## src/design/dclar_params.svh

```systemverilog
`ifndef DCLAR_PARAMS_SVH
`define DCLAR_PARAMS_SVH

// ********************************************************************
// Register pointers of the serial target port
// ********************************************************************
`define DCLAR_REG_CTRL   4'h0
`define DCLAR_REG_ITIME  4'h1
`define DCLAR_REG_TLO_L  4'h2
`define DCLAR_REG_TLO_H  4'h3
`define DCLAR_REG_THI_L  4'h4
`define DCLAR_REG_THI_H  4'h5
`define DCLAR_REG_PERS   4'h6
`define DCLAR_REG_STAT   4'h7
`define DCLAR_REG_CH0_L  4'h8
`define DCLAR_REG_CH0_H  4'h9
`define DCLAR_REG_CH1_L  4'ha
`define DCLAR_REG_CH1_H  4'hb

// ********************************************************************
// Field positions
// ********************************************************************
`define DCLAR_CTRL_EN    0
`define DCLAR_CTRL_IEN   1
`define DCLAR_STAT_VALID 0
`define DCLAR_STAT_INT   1
`define DCLAR_CMD_BIT    7

// ********************************************************************
// Reset values
// ********************************************************************
`define DCLAR_ITIME_RST  8'h0f
`define DCLAR_TLO_RST    16'h0000
`define DCLAR_THI_RST    16'hffff
`define DCLAR_PERS_RST   4'h0

// ********************************************************************
// Timing
// ********************************************************************
`define DCLAR_CLK_KHZ    100000
`define DCLAR_OSC_KHZ    750
`define DCLAR_OSC_DIV    (`DCLAR_CLK_KHZ / `DCLAR_OSC_KHZ)
`define DCLAR_ITIME_UNIT 16

`endif

```

## src/design/dclar_pkg.sv

```systemverilog
`default_nettype none

package dclar_pkg;

	// Target port states.
	typedef enum logic [2:0] {
		S_IDLE,
		S_ADDR,
		S_ACK,
		S_WR,
		S_RD,
		S_MACK
	} dclar_st_t;

	// Host-programmed configuration.
	typedef struct packed {
		logic [15:0] thr_hi;
		logic [15:0] thr_lo;
		logic [7:0]  itime;
		logic [3:0]  persist;
		logic        int_en;
		logic        en;
	} dclar_cfg_t;

endpackage

`default_nettype wire

```

## src/design/dclar_readout.sv

```systemverilog
`timescale 1ns/1ps
`default_nettype none
`include "dclar_params.svh"

module dclar_readout
	import dclar_pkg::*;
#(
	parameter logic [6:0] ADDR_LOW   = 7'h10, // Arbitrary value.
	parameter logic [6:0] ADDR_HIGH  = 7'h11, // Arbitrary value.
	parameter logic [6:0] ADDR_FLOAT = 7'h12  // Arbitrary value.
)(
	input  wire logic       clk,
	input  wire logic       rst,
	input  wire logic       scl_i,
	input  wire logic       sda_i,
	input  wire logic [1:0] addr_sel_i,
	input  wire logic [1:0] ch_pulse_i,
	output logic            sda_o,
	output logic            sda_oe,
	output logic            int_o,
	output logic            int_oe
);

	// ****************************************************************
	// Declarations
	// ****************************************************************
	dclar_st_t   st_q;
	dclar_cfg_t  cfg_q;
	logic        scl_q, sda_q;
	logic [3:0]  bit_q, ptr_q, wr_ptr_q;
	logic [7:0]  sh_q, wr_dat_q, rd_byte;
	logic        rw_q, first_q, nack_q, wr_stb_q, clr_q;
	logic [6:0]  my_addr_q;
	logic        addr_done_q;
	logic [7:0]  div_q;
	logic        osc_tick_q;
	logic [15:0] integ_q, integ_len;
	logic        conv_end, conv_done_q, valid_q;
	logic [15:0] acc_q [2];
	logic [15:0] result_q [2];
	logic [7:0]  snap_q [2];
	logic [3:0]  oor_q;
	logic        out_of_range, fire, rd_load;
	logic        scl_rise, scl_fall, start, stop;

	// ****************************************************************
	// Bus edge detection
	// ****************************************************************

	// Inputs are already synchronous; one stage of history finds edges.
	assign scl_rise = scl_i & ~scl_q;
	assign scl_fall = ~scl_i & scl_q;
	assign start    = scl_i & scl_q & sda_q & ~sda_i;
	assign stop     = scl_i & scl_q & ~sda_q & sda_i;
	assign rd_load  = scl_fall & ((st_q == S_ACK & rw_q)
		| (st_q == S_MACK & ~nack_q));

	// History of the bus lines; the data driver never leaves zero.
	always_ff @(posedge clk)
	begin
		if (rst)
		begin
			scl_q <= 1'b1;
			sda_q <= 1'b1;
			sda_o <= 1'b0;
			int_o <= 1'b0;
		end
		else
		begin
			scl_q <= scl_i;
			sda_q <= sda_i;
			sda_o <= 1'b0;
			int_o <= 1'b0;
		end
	end

	// ****************************************************************
	// Address strap
	// ****************************************************************

	// The pin is caught once after reset; moving it later has no effect.
	always_ff @(posedge clk)
	begin
		if (rst)
		begin
			addr_done_q <= 1'b0;
			my_addr_q   <= ADDR_LOW;
		end
		else if (!addr_done_q)
		begin
			addr_done_q <= 1'b1;
			if (addr_sel_i[1])
				my_addr_q <= ADDR_FLOAT;
			else if (addr_sel_i[0])
				my_addr_q <= ADDR_HIGH;
			else
				my_addr_q <= ADDR_LOW;
		end
	end

	// ****************************************************************
	// Serial target
	// ****************************************************************

	// Byte returned to the host for the current pointer.
	always_comb
	begin
		rd_byte = 8'h00;
		case (ptr_q)
			`DCLAR_REG_CTRL:
			begin
				rd_byte[`DCLAR_CTRL_EN]  = cfg_q.en;
				rd_byte[`DCLAR_CTRL_IEN] = cfg_q.int_en;
			end
			`DCLAR_REG_ITIME: rd_byte = cfg_q.itime;
			`DCLAR_REG_TLO_L: rd_byte = cfg_q.thr_lo[7:0];
			`DCLAR_REG_TLO_H: rd_byte = cfg_q.thr_lo[15:8];
			`DCLAR_REG_THI_L: rd_byte = cfg_q.thr_hi[7:0];
			`DCLAR_REG_THI_H: rd_byte = cfg_q.thr_hi[15:8];
			`DCLAR_REG_PERS:  rd_byte = {4'h0, cfg_q.persist};
			`DCLAR_REG_STAT:
			begin
				rd_byte[`DCLAR_STAT_VALID] = valid_q;
				rd_byte[`DCLAR_STAT_INT]   = int_oe;
			end
			`DCLAR_REG_CH0_L: rd_byte = result_q[0][7:0];
			`DCLAR_REG_CH0_H: rd_byte = snap_q[0];
			`DCLAR_REG_CH1_L: rd_byte = result_q[1][7:0];
			`DCLAR_REG_CH1_H: rd_byte = snap_q[1];
			default:          rd_byte = 8'h00;
		endcase
	end

	// Data moves on the falling clock edge and is sampled on the rising
	// one, so the 100 MHz core sees every fast-mode bit many times.
	always_ff @(posedge clk)
	begin
		if (rst)
		begin
			st_q     <= S_IDLE;
			bit_q    <= 4'h0;
			sh_q     <= 8'h00;
			rw_q     <= 1'b0;
			first_q  <= 1'b0;
			nack_q   <= 1'b0;
			ptr_q    <= 4'h0;
			sda_oe   <= 1'b0;
			wr_stb_q <= 1'b0;
			clr_q    <= 1'b0;
			wr_ptr_q <= 4'h0;
			wr_dat_q <= 8'h00;
		end
		else
		begin
			wr_stb_q <= 1'b0;
			clr_q    <= 1'b0;
			if (start)
			begin
				st_q    <= S_ADDR;
				bit_q   <= 4'h0;
				first_q <= 1'b1;
				sda_oe  <= 1'b0;
			end
			else if (stop)
			begin
				st_q   <= S_IDLE;
				sda_oe <= 1'b0;
			end
			else if (scl_rise)
			begin
				case (st_q)
					S_ADDR, S_WR:
					begin
						sh_q  <= {sh_q[6:0], sda_i};
						bit_q <= bit_q + 4'h1;
					end
					S_RD:    bit_q  <= bit_q + 4'h1;
					S_MACK:  nack_q <= sda_i;
					default: ;
				endcase
			end
			else if (scl_fall)
			begin
				case (st_q)
					S_ADDR:
						if (bit_q == 4'h8)
						begin
							if (sh_q[7:1] == my_addr_q)
							begin
								st_q   <= S_ACK;
								rw_q   <= sh_q[0];
								sda_oe <= 1'b1;
							end
							else
								st_q <= S_IDLE;
						end
					S_WR:
						if (bit_q == 4'h8)
						begin
							st_q    <= S_ACK;
							sda_oe  <= 1'b1;
							first_q <= 1'b0;
							if (!first_q)
							begin
								wr_stb_q <= 1'b1;
								wr_ptr_q <= ptr_q;
								wr_dat_q <= sh_q;
								ptr_q    <= ptr_q + 4'h1;
							end
							else if (sh_q[`DCLAR_CMD_BIT])
								clr_q <= 1'b1;
							else
								ptr_q <= sh_q[3:0];
						end
					S_RD:
						if (bit_q == 4'h8)
						begin
							st_q   <= S_MACK;
							sda_oe <= 1'b0;
						end
						else
							sda_oe <= ~sh_q[~bit_q[2:0]];
					S_ACK, S_MACK:
						if (rd_load)
						begin
							st_q   <= S_RD;
							sh_q   <= rd_byte;
							sda_oe <= ~rd_byte[7];
							bit_q  <= 4'h0;
							ptr_q  <= ptr_q + 4'h1;
						end
						else if (st_q == S_ACK)
						begin
							st_q   <= S_WR;
							sda_oe <= 1'b0;
							bit_q  <= 4'h0;
						end
						else
							st_q <= S_IDLE;
					default: st_q <= S_IDLE;
				endcase
			end
		end
	end

	// ****************************************************************
	// Configuration
	// ****************************************************************

	// Thresholds are written one byte at a time, so a host that wants a
	// glitch-free change should write while the interrupt is disabled.
	always_ff @(posedge clk)
	begin
		if (rst)
		begin
			cfg_q.en      <= 1'b0;
			cfg_q.int_en  <= 1'b0;
			cfg_q.itime   <= `DCLAR_ITIME_RST;
			cfg_q.thr_lo  <= `DCLAR_TLO_RST;
			cfg_q.thr_hi  <= `DCLAR_THI_RST;
			cfg_q.persist <= `DCLAR_PERS_RST;
		end
		else if (wr_stb_q)
		begin
			case (wr_ptr_q)
				`DCLAR_REG_CTRL:
				begin
					cfg_q.en     <= wr_dat_q[`DCLAR_CTRL_EN];
					cfg_q.int_en <= wr_dat_q[`DCLAR_CTRL_IEN];
				end
				`DCLAR_REG_ITIME: cfg_q.itime <= wr_dat_q;
				`DCLAR_REG_TLO_L: cfg_q.thr_lo[7:0]  <= wr_dat_q;
				`DCLAR_REG_TLO_H: cfg_q.thr_lo[15:8] <= wr_dat_q;
				`DCLAR_REG_THI_L: cfg_q.thr_hi[7:0]  <= wr_dat_q;
				`DCLAR_REG_THI_H: cfg_q.thr_hi[15:8] <= wr_dat_q;
				`DCLAR_REG_PERS:  cfg_q.persist <= wr_dat_q[3:0];
				default: ;
			endcase
		end
	end

	// ****************************************************************
	// Oscillator and integration timer
	// ****************************************************************

	// The internal oscillator is a divided enable of the core clock.
	always_ff @(posedge clk)
	begin
		if (rst || div_q == 8'(`DCLAR_OSC_DIV - 1))
			div_q <= 8'h00;
		else
			div_q <= div_q + 8'h01;
		osc_tick_q <= ~rst & (div_q == 8'(`DCLAR_OSC_DIV - 1));
	end

	assign integ_len = 16'(({8'h00, cfg_q.itime} + 16'h0001)
		* `DCLAR_ITIME_UNIT);
	assign conv_end  = cfg_q.en & osc_tick_q
		& (integ_q == integ_len - 16'h0001);

	// One timer serves both channels, so their periods cannot drift.
	always_ff @(posedge clk)
	begin
		if (rst || !cfg_q.en || conv_end)
			integ_q <= 16'h0000;
		else if (osc_tick_q)
			integ_q <= integ_q + 16'h0001;
		conv_done_q <= ~rst & conv_end;
		if (rst || !cfg_q.en)
			valid_q <= 1'b0;
		else if (conv_end)
			valid_q <= 1'b1;
	end

	// ****************************************************************
	// Per-channel accumulation and result buffering
	// ****************************************************************
	for (genvar c = 0; c < 2; c++)
	begin : g_ch
		// A count arriving on the closing cycle opens the next period.
		always_ff @(posedge clk)
		begin
			if (rst || !cfg_q.en)
				acc_q[c] <= 16'h0000;
			else if (conv_end)
				acc_q[c] <= {15'h0000, ch_pulse_i[c]};
			else if (ch_pulse_i[c] && acc_q[c] != 16'hffff)
				acc_q[c] <= acc_q[c] + 16'h0001;
		end

		// Results change only on the closing cycle of a period.
		always_ff @(posedge clk)
		begin
			if (rst)
				result_q[c] <= 16'h0000;
			else if (conv_end)
				result_q[c] <= acc_q[c];
		end

		// Reading the low byte freezes the high byte for the next read.
		always_ff @(posedge clk)
		begin
			if (rst)
				snap_q[c] <= 8'h00;
			else if (rd_load && ptr_q == 4'(`DCLAR_REG_CH0_L + 2 * c))
				snap_q[c] <= result_q[c][15:8];
		end
	end

	// ****************************************************************
	// Threshold, persistence and interrupt
	// ****************************************************************
	assign out_of_range = result_q[0] > cfg_q.thr_hi
		|| result_q[0] < cfg_q.thr_lo;
	assign fire = conv_done_q & out_of_range
		& (({1'b0, oor_q} + 5'h01) >= {1'b0, cfg_q.persist});

	// Counts back-to-back out-of-range conversions; saturates at 15.
	always_ff @(posedge clk)
	begin
		if (rst || !cfg_q.en)
			oor_q <= 4'h0;
		else if (conv_done_q)
		begin
			if (!out_of_range)
				oor_q <= 4'h0;
			else if (oor_q != 4'hf)
				oor_q <= oor_q + 4'h1;
		end
	end

	// The pull-down itself is the flag; a new event beats a clear.
	always_ff @(posedge clk)
	begin
		if (rst)
			int_oe <= 1'b0;
		else if (fire && cfg_q.int_en)
			int_oe <= 1'b1;
		else if (clr_q)
			int_oe <= 1'b0;
	end

	// ****************************************************************
	// Assertions
	// ****************************************************************
	a_both_latch: assert property (@(posedge clk) disable iff (rst)
		conv_end |=> integ_q == 16'h0000 && conv_done_q)
		else $error("Channels did not close their period together.");
	a_result_copy: assert property (@(posedge clk) disable iff (rst)
		conv_end |=> result_q[0] == $past(acc_q[0])
			&& result_q[1] == $past(acc_q[1]))
		else $error("Result did not take its channel count.");
	a_result_hold: assert property (@(posedge clk) disable iff (rst)
		!conv_end |=> $stable(result_q[0]) && $stable(result_q[1]))
		else $error("Result changed outside a period end.");
	a_auto_restart: assert property (@(posedge clk) disable iff (rst)
		conv_end && cfg_q.en ##1 cfg_q.en [*2] |-> integ_q <= 16'h0001)
		else $error("Next integration did not start at once.");
	a_idle_release: assert property (@(posedge clk) disable iff (rst)
		st_q == S_IDLE |=> !sda_oe)
		else $error("Data line driven while the target is idle.");
	a_thr_write: assert property (@(posedge clk) disable iff (rst)
		wr_stb_q && wr_ptr_q == `DCLAR_REG_THI_H
		|=> cfg_q.thr_hi[15:8] == $past(wr_dat_q))
		else $error("Upper threshold write was lost.");
	a_int_cause: assert property (@(posedge clk) disable iff (rst)
		$rose(int_oe) |-> $past(conv_done_q) && $past(out_of_range))
		else $error("Interrupt rose without an out-of-range result.");
	a_persist_gate: assert property (@(posedge clk) disable iff (rst)
		conv_done_q && cfg_q.en && !out_of_range |=> oor_q == 4'h0)
		else $error("Persistence count survived an in-range result.");
	a_int_level: assert property (@(posedge clk) disable iff (rst)
		int_oe && !clr_q |=> int_oe)
		else $error("Interrupt dropped without a host clear.");
	a_osc_time: assert property (@(posedge clk) disable iff (rst)
		!osc_tick_q && cfg_q.en && $past(cfg_q.en) |=> $stable(integ_q))
		else $error("Integration timer moved without an oscillator tick.");
	a_addr_miss: assert property (@(posedge clk) disable iff (rst)
		st_q == S_ADDR && scl_fall && !start && !stop && bit_q == 4'h8
		&& sh_q[7:1] != my_addr_q |=> st_q == S_IDLE && !sda_oe)
		else $error("Target answered a foreign address.");

endmodule // dclar_readout

`default_nettype wire

```

## config.mk

```make
export PLATFORM = sky130hd
export DESIGN_NAME = dclar_readout
export DESIGN_NICKNAME = d
export VERILOG_FILES = /design/src/design/dclar_pkg.sv /design/src/design/dclar_readout.sv
export VERILOG_INCLUDE_DIRS = /design/src /design/src/design
export SDC_FILE = /design/constraint.sdc
export NUM_CORES = 1
export LEC_CHECK = 0
export ABC_CLOCK_PERIOD_IN_PS = 3210
export BUFFER_PORTS_ARGS = -buffer_cell sky130_fd_sc_hd__buf_4
export CAP_MARGIN = 5
export CORE_ASPECT_RATIO = 1.75
export CORE_UTILIZATION = 49
export DETAILED_ROUTE_END_ITERATION = 10
export GPL_TIMING_DRIVEN = 1
export PLACE_DENSITY = 0.66
export RECOVER_POWER = 25
export SYNTH_ARGS = -nofsm -noshare
export SYNTH_HDL_FRONTEND = slang
export SYNTH_SLANG_ARGS = --single-unit
```

## constraint.sdc

```tcl
create_clock -name clk -period 3.21 [get_ports clk]
set_input_delay 0.642 -clock clk [delete_from_list [all_inputs] [get_ports clk]]
set_output_delay 0.642 -clock clk [all_outputs]
set_load 0.05 [all_outputs]
```

==> impl_metrics.toml, run 1 <==
[outcome]
status = "finished, violations left"
violations = "max-capacitance violations, max-slew violations"

[cells_and_area]
diodes = 0
fillCellCount = 1994
final_util_pct = 55.4
final_common_cell = "nor2_1"
syn2layout_area_growth_pct = 10.2
final_cell_mix = "nor2_1, dfxtp_1, nand2_1"
finalNonFillerCells = 1472
drive_gt1_share_pct = 9.75
nets = 1228

[timing]
min_period_over_period_pct = 93.8
period_needed_ps = 3010
slew_viol_final = 17
rsz0062_at_grt = "false"
slew_headroom_pct = -33.1
fmax_mhz = 332
whs_ps = 444
setup_slack_ps = 198
worstMarginPinSlew_ps = 1990
skew_ps = 12.1
setup_viol = 0
hold_viol_final = 0

[logic_synthesis]
yosys.area.top_type = "dfxtp_1"
syn-cell-area_um2 = 10900
yosys_most_used_dff = "dfxtp_1"
ys_types = 79
synth_edf_count = 80
avgSynthCellArea_um2 = 9.38
synthTopCellsByArea = "dfxtp_1, edfxtp_1, ha_1, mux2i_1, nor2_1"
yosysTopAreaCellShare_pct = 22.0
ys_warn_count = 0
synthCells = 1162
async_flop_share_pct = 0
ys_seq_area_share_pct = 44.1
ys_ff_latch = 200

[route]
drt-total-wl_um = 27200
vias_per_cell = 5.73
drt_iter0_markers = 499
vias = 8436
route.detailed.drc = 0
first_pass_iters = 5
drtAntennaViolNets = 0
routedWlPerCell_um = 18.5

[global_route]
grt_pass1_vias = 8359
grt-ovfl-total = 0
grt_usage_pct = 25.1
grt_max_degree = 45
antenna_found_initial = 0
grt_pass1_wl_um = 43500

[floorplan]
pin_count = 12
core-area_um2 = 21700
fp.dieW_um = 115
fp.dieH_um = 199
num_rows = 71
initial_utilization_pct = 50.3
dieArea_um2 = 22900

[power_and_ir_drop]
peakVddDrop_mv = 0.342
power_density_nw_per_um2 = 425
p_leak_nw = 4.60

[critical_path]
cp.arrival_ps = 3160
crit_path_start_kind = "flip-flop"
cp.required_ps = 3360
end_kind = "flip-flop"
crit_type = "flip-flop to flip-flop"
path_max_fanout = 16

[clock_tree]
clkTransAtPathRegs_ps = 70
cts_buffers = 17
cts_buffer_depth = 2
cts_tree = "yes"
clock-root-buffer = "clkbuf_16"
clock-sinks = 200
clk_latency_ps = 440
htree_levels = 4

[run]
maxCapViolations = 1

[placement]
post-dp-hpwl_um = 20300
gp_congestion = 0.948
dpl.cell_count = 1440
portBuffers = 9
place_ws_ps = 108

[worst_hold_path]
hold_class = "input port to flip-flop"
-- through the flow --
stage / setup TNS [ps] / total power, mW / instance area, um2
after floorplan: -20.7 / 2.87 / 10900
after global placement: 0 / 2.93 / 11400
after detailed placement: 0 / 2.94 / 11400
after CTS: 0 / 5.14 / 12000
after global routing: 0 / 5.25 / 12000
final: 0 / 5.10 / 12000
-- synthesized netlist by cell type (all sizes together), types with 9 or more instances --
master	instances
clkbuf	43
nor3	33
xor2	34
nand4	22
nor2b	13
inv	56
nand2	112
nand3	47
a211oi	13
a222oi	9
ha	53
buf	23
xnor2	38
and3	9
and2	49
o21ai	31
o211ai	18
or3	9
dfxtp	120
nor2	131
a22oi	21
a21oi	35
mux2i	53
edfxtp	80
nand2b	12
-- cell type report --
type | count | area (um2) | share of cell area [%]
well taps | 292 | 365 | 3.04
repair buffers | 51 | 424 | 3.53
multi-input cells | 840 | 5610 | 46.7
clock inverters | 13 | 166 | 1.38
inverters | 57 | 214 | 1.78
flip-flops and latches | 200 | 4810 | 40.0
clock buffers | 19 | 433 | 3.60
-- metal layers --
layer	track usage, %	wire length (um)	vias up
li1	-	-	4117
met1	25.5	10200	4015
met2	47.1	14400	201
met3	3.82	937	103
met4	16.3	1680	0
met5	0	0	-
-- power by group --
part / internal [mW] / total (mW) / switching [mW] / leakage (nW)
combinational: 0.0601 / 0.176 / 0.116 / 2.48
clock: 1.24 / 2.22 / 0.986 / 0.293
sequential: 2.67 / 2.70 / 0.0373 / 1.82
total: 3.97 / 5.10 / 1.14 / 4.60
-- logic make-up (layout without fill, tap and decap cells) --
group,count (synthesis),in the layout,share of synthesized area [%]
XOR/XNOR,72,72,5.78
multiplexers,56,56,5.38
AND/OR/NAND/NOR,476,476,22.1
other,1,2,0.0344
buffers and inverters,123,140,4.81
flip-flops,200,200,44.1
AO/OA/AOI/OAI,181,181,11.8
adder cells (fa/ha/maj),53,53,6.08
-- critical path, cell delays in order (launching register included) --
cell and delay, ps:
dfxtp_2 350, ha_1 310, or4b_1 590, a221oi_2 300, mux2i_1 290, nand3_1 140, or3_4 430, nand3_1 130
buf_12 180
-- state kept, by name (all words and copies together), names as in the netlist, 8 cells and up --
signal / cells
sh_q: 8
result_q: 32
cfg_q: 46
wr_dat_q: 8
acc_q: 32
snap_q: 16
div_q: 8
integ_q: 16
-- worst paths after layout --
check	startpoint	endpoint	slack, ps	cells after the start
worst max-delay path	cfg_q[6]$_SDFFE_PP1P_	acc_q[1][15]$_SDFFCE_PN0P_	200	8
worst min-delay path	scl_i	scl_q$_SDFF_PP1_	440	3
worst max register to register	cfg_q[6]$_SDFFE_PP1P_	acc_q[1][15]$_SDFFCE_PN0P_	200	8
worst min register to register	div_q[0]$_SDFF_PP0_	div_q[0]$_SDFF_PP0_	470	1
-- repair_timing --
action / 4_1_cts / 5_1_grt
buffers inserted: 0 / 0
hold buffers: 0 / 0
resized for setup: 0 / 5
setup endpoints to repair: 0 / 61
Note: power is estimated with default switching activity, not from simulation.
==> run 2, diff against run 1 <==
--- a/config.mk
+++ b/config.mk
@@ -14,7 +14,6 @@
 export DETAILED_ROUTE_END_ITERATION = 10
 export GPL_TIMING_DRIVEN = 1
 export PLACE_DENSITY = 0.66
-export RECOVER_POWER = 25
 export SYNTH_ARGS = -nofsm -noshare
 export SYNTH_HDL_FRONTEND = slang
 export SYNTH_SLANG_ARGS = --single-unit
==> impl_metrics.toml, run 2 (synthesis gave the netlist of run 1 again) <==
[outcome]
status = "finished clean"

[clock_tree]
clock-sinks = 200
htree_levels = 4
clkTransAtPathRegs_ps = 70
postCtsSetupRepairBufs = 0
cts_buffer_depth = 2
ctsResizeCount = 0
clock-root-buffer = "clkbuf_16"
ctsHoldBuffers = 0
clk_latency_ps = 440
cts_buffers = 17
cts_tree = "yes"

[placement]
dpl_cell_area_um2 = 11400
gp_congestion = 0.948
place_ws_ps = 108
post-dp-hpwl_um = 20300
portBuffers = 9

[timing]
period_needed_ps = 3020
skew_ps = 12.0
worstMarginPinSlew_ps = 1070
setup_viol = 0
hold_viol_final = 0
slew_viol_final = 0
rsz0062_at_grt = "false"
whs_ps = 447
setup_slack_ps = 194
fmax_mhz = 332
min_period_over_period_pct = 94.0
slew_headroom_pct = 28.4

[route]
vias = 8487
route.detailed.drc = 0
drt_iter0_markers = 535
first_pass_iters = 5
routedWlPerCell_um = 18.5
drtAntennaViolNets = 0
drt-total-wl_um = 27200
vias_per_cell = 5.77

[power_and_ir_drop]
power_density_nw_per_um2 = 424
peakVddDrop_mv = 0.338
p_leak_nw = 4.62
power_mw = 5.10

[floorplan]
initial_utilization_pct = 50.3
fp.dieH_um = 199
fp.dieW_um = 115
core-area_um2 = 21700
pin_count = 12
dieArea_um2 = 22900
num_rows = 71

[global_route]
grt_max_degree = 45
grt_pass1_wl_um = 43500
grt-ovfl-total = 0
grt_usage_pct = 25.1
antenna_found_initial = 0
grt_pass1_vias = 8359

[cells_and_area]
top_register = "cfg_q"
final_util_pct = 55.6
largest_register_ffs = 46
nets = 1228
syn2layout_area_growth_pct = 10.5
final_cell_mix = "nor2_1, dfxtp_1, nand2_1"
drive_gt1_share_pct = 10.3
final_common_cell = "nor2_1"
diodes = 0
reg.largest.list = "cfg_q: 46 flops, acc_q: 32 flops, result_q: 32 flops"
design_area_um2 = 12000

[critical_path]
end_kind = "flip-flop"
cp.required_ps = 3350
path_max_fanout = 16
crit_type = "flip-flop to flip-flop"
cp.arrival_ps = 3160
crit_path_start_kind = "flip-flop"

[worst_hold_path]
hold_class = "input port to flip-flop"

[run]
maxCapViolations = 0
run 2: changes by cell type in the layout (fill, tap and decap cells not counted):
cell,delta
buf_4,+6
clkbuf_1,-5
o21ai_0,-2
o21ai_1,+2
clkbuf_2,-1
nor3b_1,-1
nor3b_2,+1
run 2: layout make-up:
class / count / area (um2)
multi-input combinational: 840 / 5610
sequential: 200 / 4810
fill: 1987 / 9630
inverter: 57 / 214
clock buffer: 19 / 433
clock inverter: 13 / 166
timing repair buffer: 51 / 445
tap: 292 / 365
run 2: layer usage:
metal	wire (um)	vias to the layer above	global-route usage, %	part of all wire [%]
li1	-	4118	-	-
met5	0	-	0	0
met4	1660	0	16.3	6.1
met1	10200	4052	25.5	37
met3	964	99	3.82	3.5
met2	14400	218	47.1	53
run 2: final timing paths:
path | slack (ps) | depth (start not counted) | endpoint | from
max | 190 | 8 | acc_q[1][15]$_SDFFCE_PN0P_ | cfg_q[6]$_SDFFE_PP1P_
min | 450 | 3 | scl_q$_SDFF_PP1_ | scl_i
max reg2reg | 190 | 8 | acc_q[1][15]$_SDFFCE_PN0P_ | cfg_q[6]$_SDFFE_PP1P_
min reg2reg | 470 | 1 | div_q[0]$_SDFF_PP0_ | div_q[0]$_SDFF_PP0_
run 2: critical path: stages, from the launching register on:
cell	delay (ps)
dfxtp_2	350
ha_1	310
or4b_1	590
a221oi_2	300
mux2i_1	290
nand3_1	140
or3_4	430
nand3_1	140
buf_12	180
run 2: through the flow:
step / cells / TNS, ps
after detailed placement: 1440 / 0
after floorplan: 1163 / -20.7
after global routing: 1472 / 0
after CTS: 1472 / 0
after global placement: 1440 / 0
final: 1472 / 0
run 2: where the power goes:
group	switching (mW)	total [mW]	internal [mW]
registers	0.0374	2.70	2.67
clock network	0.980	2.22	1.24
logic	0.116	0.179	0.0622
total	1.13	5.10	3.97
==> run 3, diff against run 2 <==
--- a/config.mk
+++ b/config.mk
@@ -7,13 +7,13 @@
 export NUM_CORES = 1
 export LEC_CHECK = 0
 export ABC_CLOCK_PERIOD_IN_PS = 3210
-export BUFFER_PORTS_ARGS = -buffer_cell sky130_fd_sc_hd__buf_4
 export CAP_MARGIN = 5
 export CORE_ASPECT_RATIO = 1.75
 export CORE_UTILIZATION = 49
 export DETAILED_ROUTE_END_ITERATION = 10
+export DONT_BUFFER_PORTS = 1
 export GPL_TIMING_DRIVEN = 1
-export PLACE_DENSITY = 0.66
+export PLACE_DENSITY = 0.65
 export SYNTH_ARGS = -nofsm -noshare
 export SYNTH_HDL_FRONTEND = slang
 export SYNTH_SLANG_ARGS = --single-unit
==> impl_metrics.toml, run 3 (synthesis gave the netlist of run 1 again) <==
[outcome]
status = "finished clean"

[cells_and_area]
largest_register_ffs = 46
drive_gt1_share_pct = 9.64
fillCellCount = 2015
diodes = 0
reg.largest.list = "cfg_q: 46 flops, acc_q: 32 flops, result_q: 32 flops"
final_cell_mix = "nor2_1, dfxtp_1, nand2_1"
syn2layout_area_growth_pct = 9.57
nets = 1220
seqCellArea_um2 = 4810
top_register = "cfg_q"
finalNonFillerCells = 1464
final_common_cell = "nor2_1"
multi_input_area_um2 = 5610

[critical_path]
cp.arrival_ps = 3130
end_kind = "flip-flop"
path_max_fanout = 16
crit_type = "flip-flop to flip-flop"
critical_path.startpoint = "cfg_q[7]$_SDFFE_PP1P_"
cp.required_ps = 3370
rr_startpoint = "cfg_q[7]$_SDFFE_PP1P_"
crit_path_start_kind = "flip-flop"

[clock_tree]
clk_latency_ps = 450
ctsHoldBuffers = 0
cts_buffer_depth = 2
clock-root-buffer = "clkbuf_16"
ctsResizeCount = 0
clock-sinks = 200
htree_levels = 4
cts_buffers = 17
postCtsSetupRepairBufs = 0
cts_tree = "yes"
clkTransAtPathRegs_ps = 70

[power_and_ir_drop]
clock_power_share_pct = 42.8
p_leak_nw = 4.56
p_switching_mw = 1.16
p_seq_share_pct = 54.1
power_density_nw_per_um2 = 418
p_int_mw = 3.83
combPwrFrac_pct = 3.1
swShare_pct = 23.3
peakVddDrop_mv = 0.373

[timing]
setup_viol = 0
worstMarginPinSlew_ps = 1000
whs_ps = 257
min_period_over_period_pct = 92.6
period_needed_ps = 2970
skew_ps = 11.9
hold_viol_final = 0
slew_viol_final = 0
slew_headroom_pct = 33.3
fmax_mhz = 337
rsz0062_at_grt = "false"

[route]
drt_iter0_markers = 497
route.detailed.drc = 0
first_pass_iters = 5
vias = 8368
drt-total-wl_um = 27200
routedWlPerCell_um = 18.6
vias_per_cell = 5.72
drtAntennaViolNets = 0

[placement]
post-dp-hpwl_um = 20400
gp_congestion = 0.929
portBuffers = 0
dpl.cell_count = 1432

[floorplan]
fp.dieW_um = 115
core-area_um2 = 21700
fp.dieH_um = 199
initial_utilization_pct = 50.3
pin_count = 12
dieArea_um2 = 22900
num_rows = 71

[global_route]
grt_max_degree = 71
grt_usage_pct = 25.5
antenna_found_initial = 0
grt-ovfl-total = 0
grt_pass1_wl_um = 44000
grt_pass1_vias = 8424

[worst_hold_path]
hold_class = "input port to flip-flop"
hold_start = "rst"

[run]
maxCapViolations = 0
run 3: cell count changes in the layout (fill, tap and decap cells not counted), sizes merged:
| cell | delta |
|---|---|
| clkbuf | -2 |
| clkinvlp | +1 |
| bufinv | -2 |
| inv | +6 |
| buf | -8 |
| clkinv | -3 |
run 3: layout make-up:
| class | instances | share of cell area [%] |
|---|---|---|
| Timing Repair Buffer | 43 | 3.12 |
| Clock inverter | 15 | 1.29 |
| Tap cell | 292 | 3.06 |
| Sequential cell | 200 | 40.2 |
| Inverter | 57 | 1.79 |
| Multi-Input combinational cell | 840 | 46.9 |
| Clock buffer | 17 | 3.56 |
run 3: final timing paths:
| path | endpoint | slack, ps | cells after the start |
|---|---|---|---|
| worst max-delay path | acc_q[1][13]$_SDFFCE_PN0P_ | 240 | 9 |
| worst min-delay path | ptr_q[2]$_SDFFE_PP0P_ | 260 | 1 |
| worst max register to register | acc_q[1][13]$_SDFFCE_PN0P_ | 240 | 9 |
| worst min register to register | div_q[0]$_SDFF_PP0_ | 470 | 1 |
run 3: through the flow:
step	TNS [ps]	cell area (um2)	total power [mW]	utilization [%]	worst slack [ps]
2_1_floorplan	-20.7	10900	2.87	-	-1.30
3_3_place_gp	0	11400	2.91	52.4	46.1
3_5_place_dp	0	11400	2.91	52.4	38.1
4_1_cts	0	11900	5.03	55.1	28.9
5_1_grt	0	11900	5.15	55.1	71.5
6_report	0	11900	4.99	55.1	239
run 3: power by group through the flow:
stage / registers (mW) / logic [mW] / clock network [mW]
floorplan: 2.74 / 0.126 / 0
detailed placement: 2.76 / 0.152 / 0
global route: 2.70 / 0.172 / 2.28
global placement: 2.76 / 0.149 / 0
finish: 2.70 / 0.153 / 2.14
CTS: 2.70 / 0.153 / 2.18
run 3: critical path: stages, from the launching register on:
cell and delay [ps]:
dfxtp_2 410, ha_1 270, xor2_1 160, or3_1 300, a2111oi_0 420, and3_1 270, nand3_1 120, or3_4 440
nand3_1 130, buf_12 170
run 3: routing by layer:
metal	vias to the layer above	wire, um	GRT usage (%)
met5	-	0	0
met2	153	14400	46.9
met1	4028	10200	26.4
met4	0	1680	17.0
met3	81	879	4.16
li1	4106	-	-
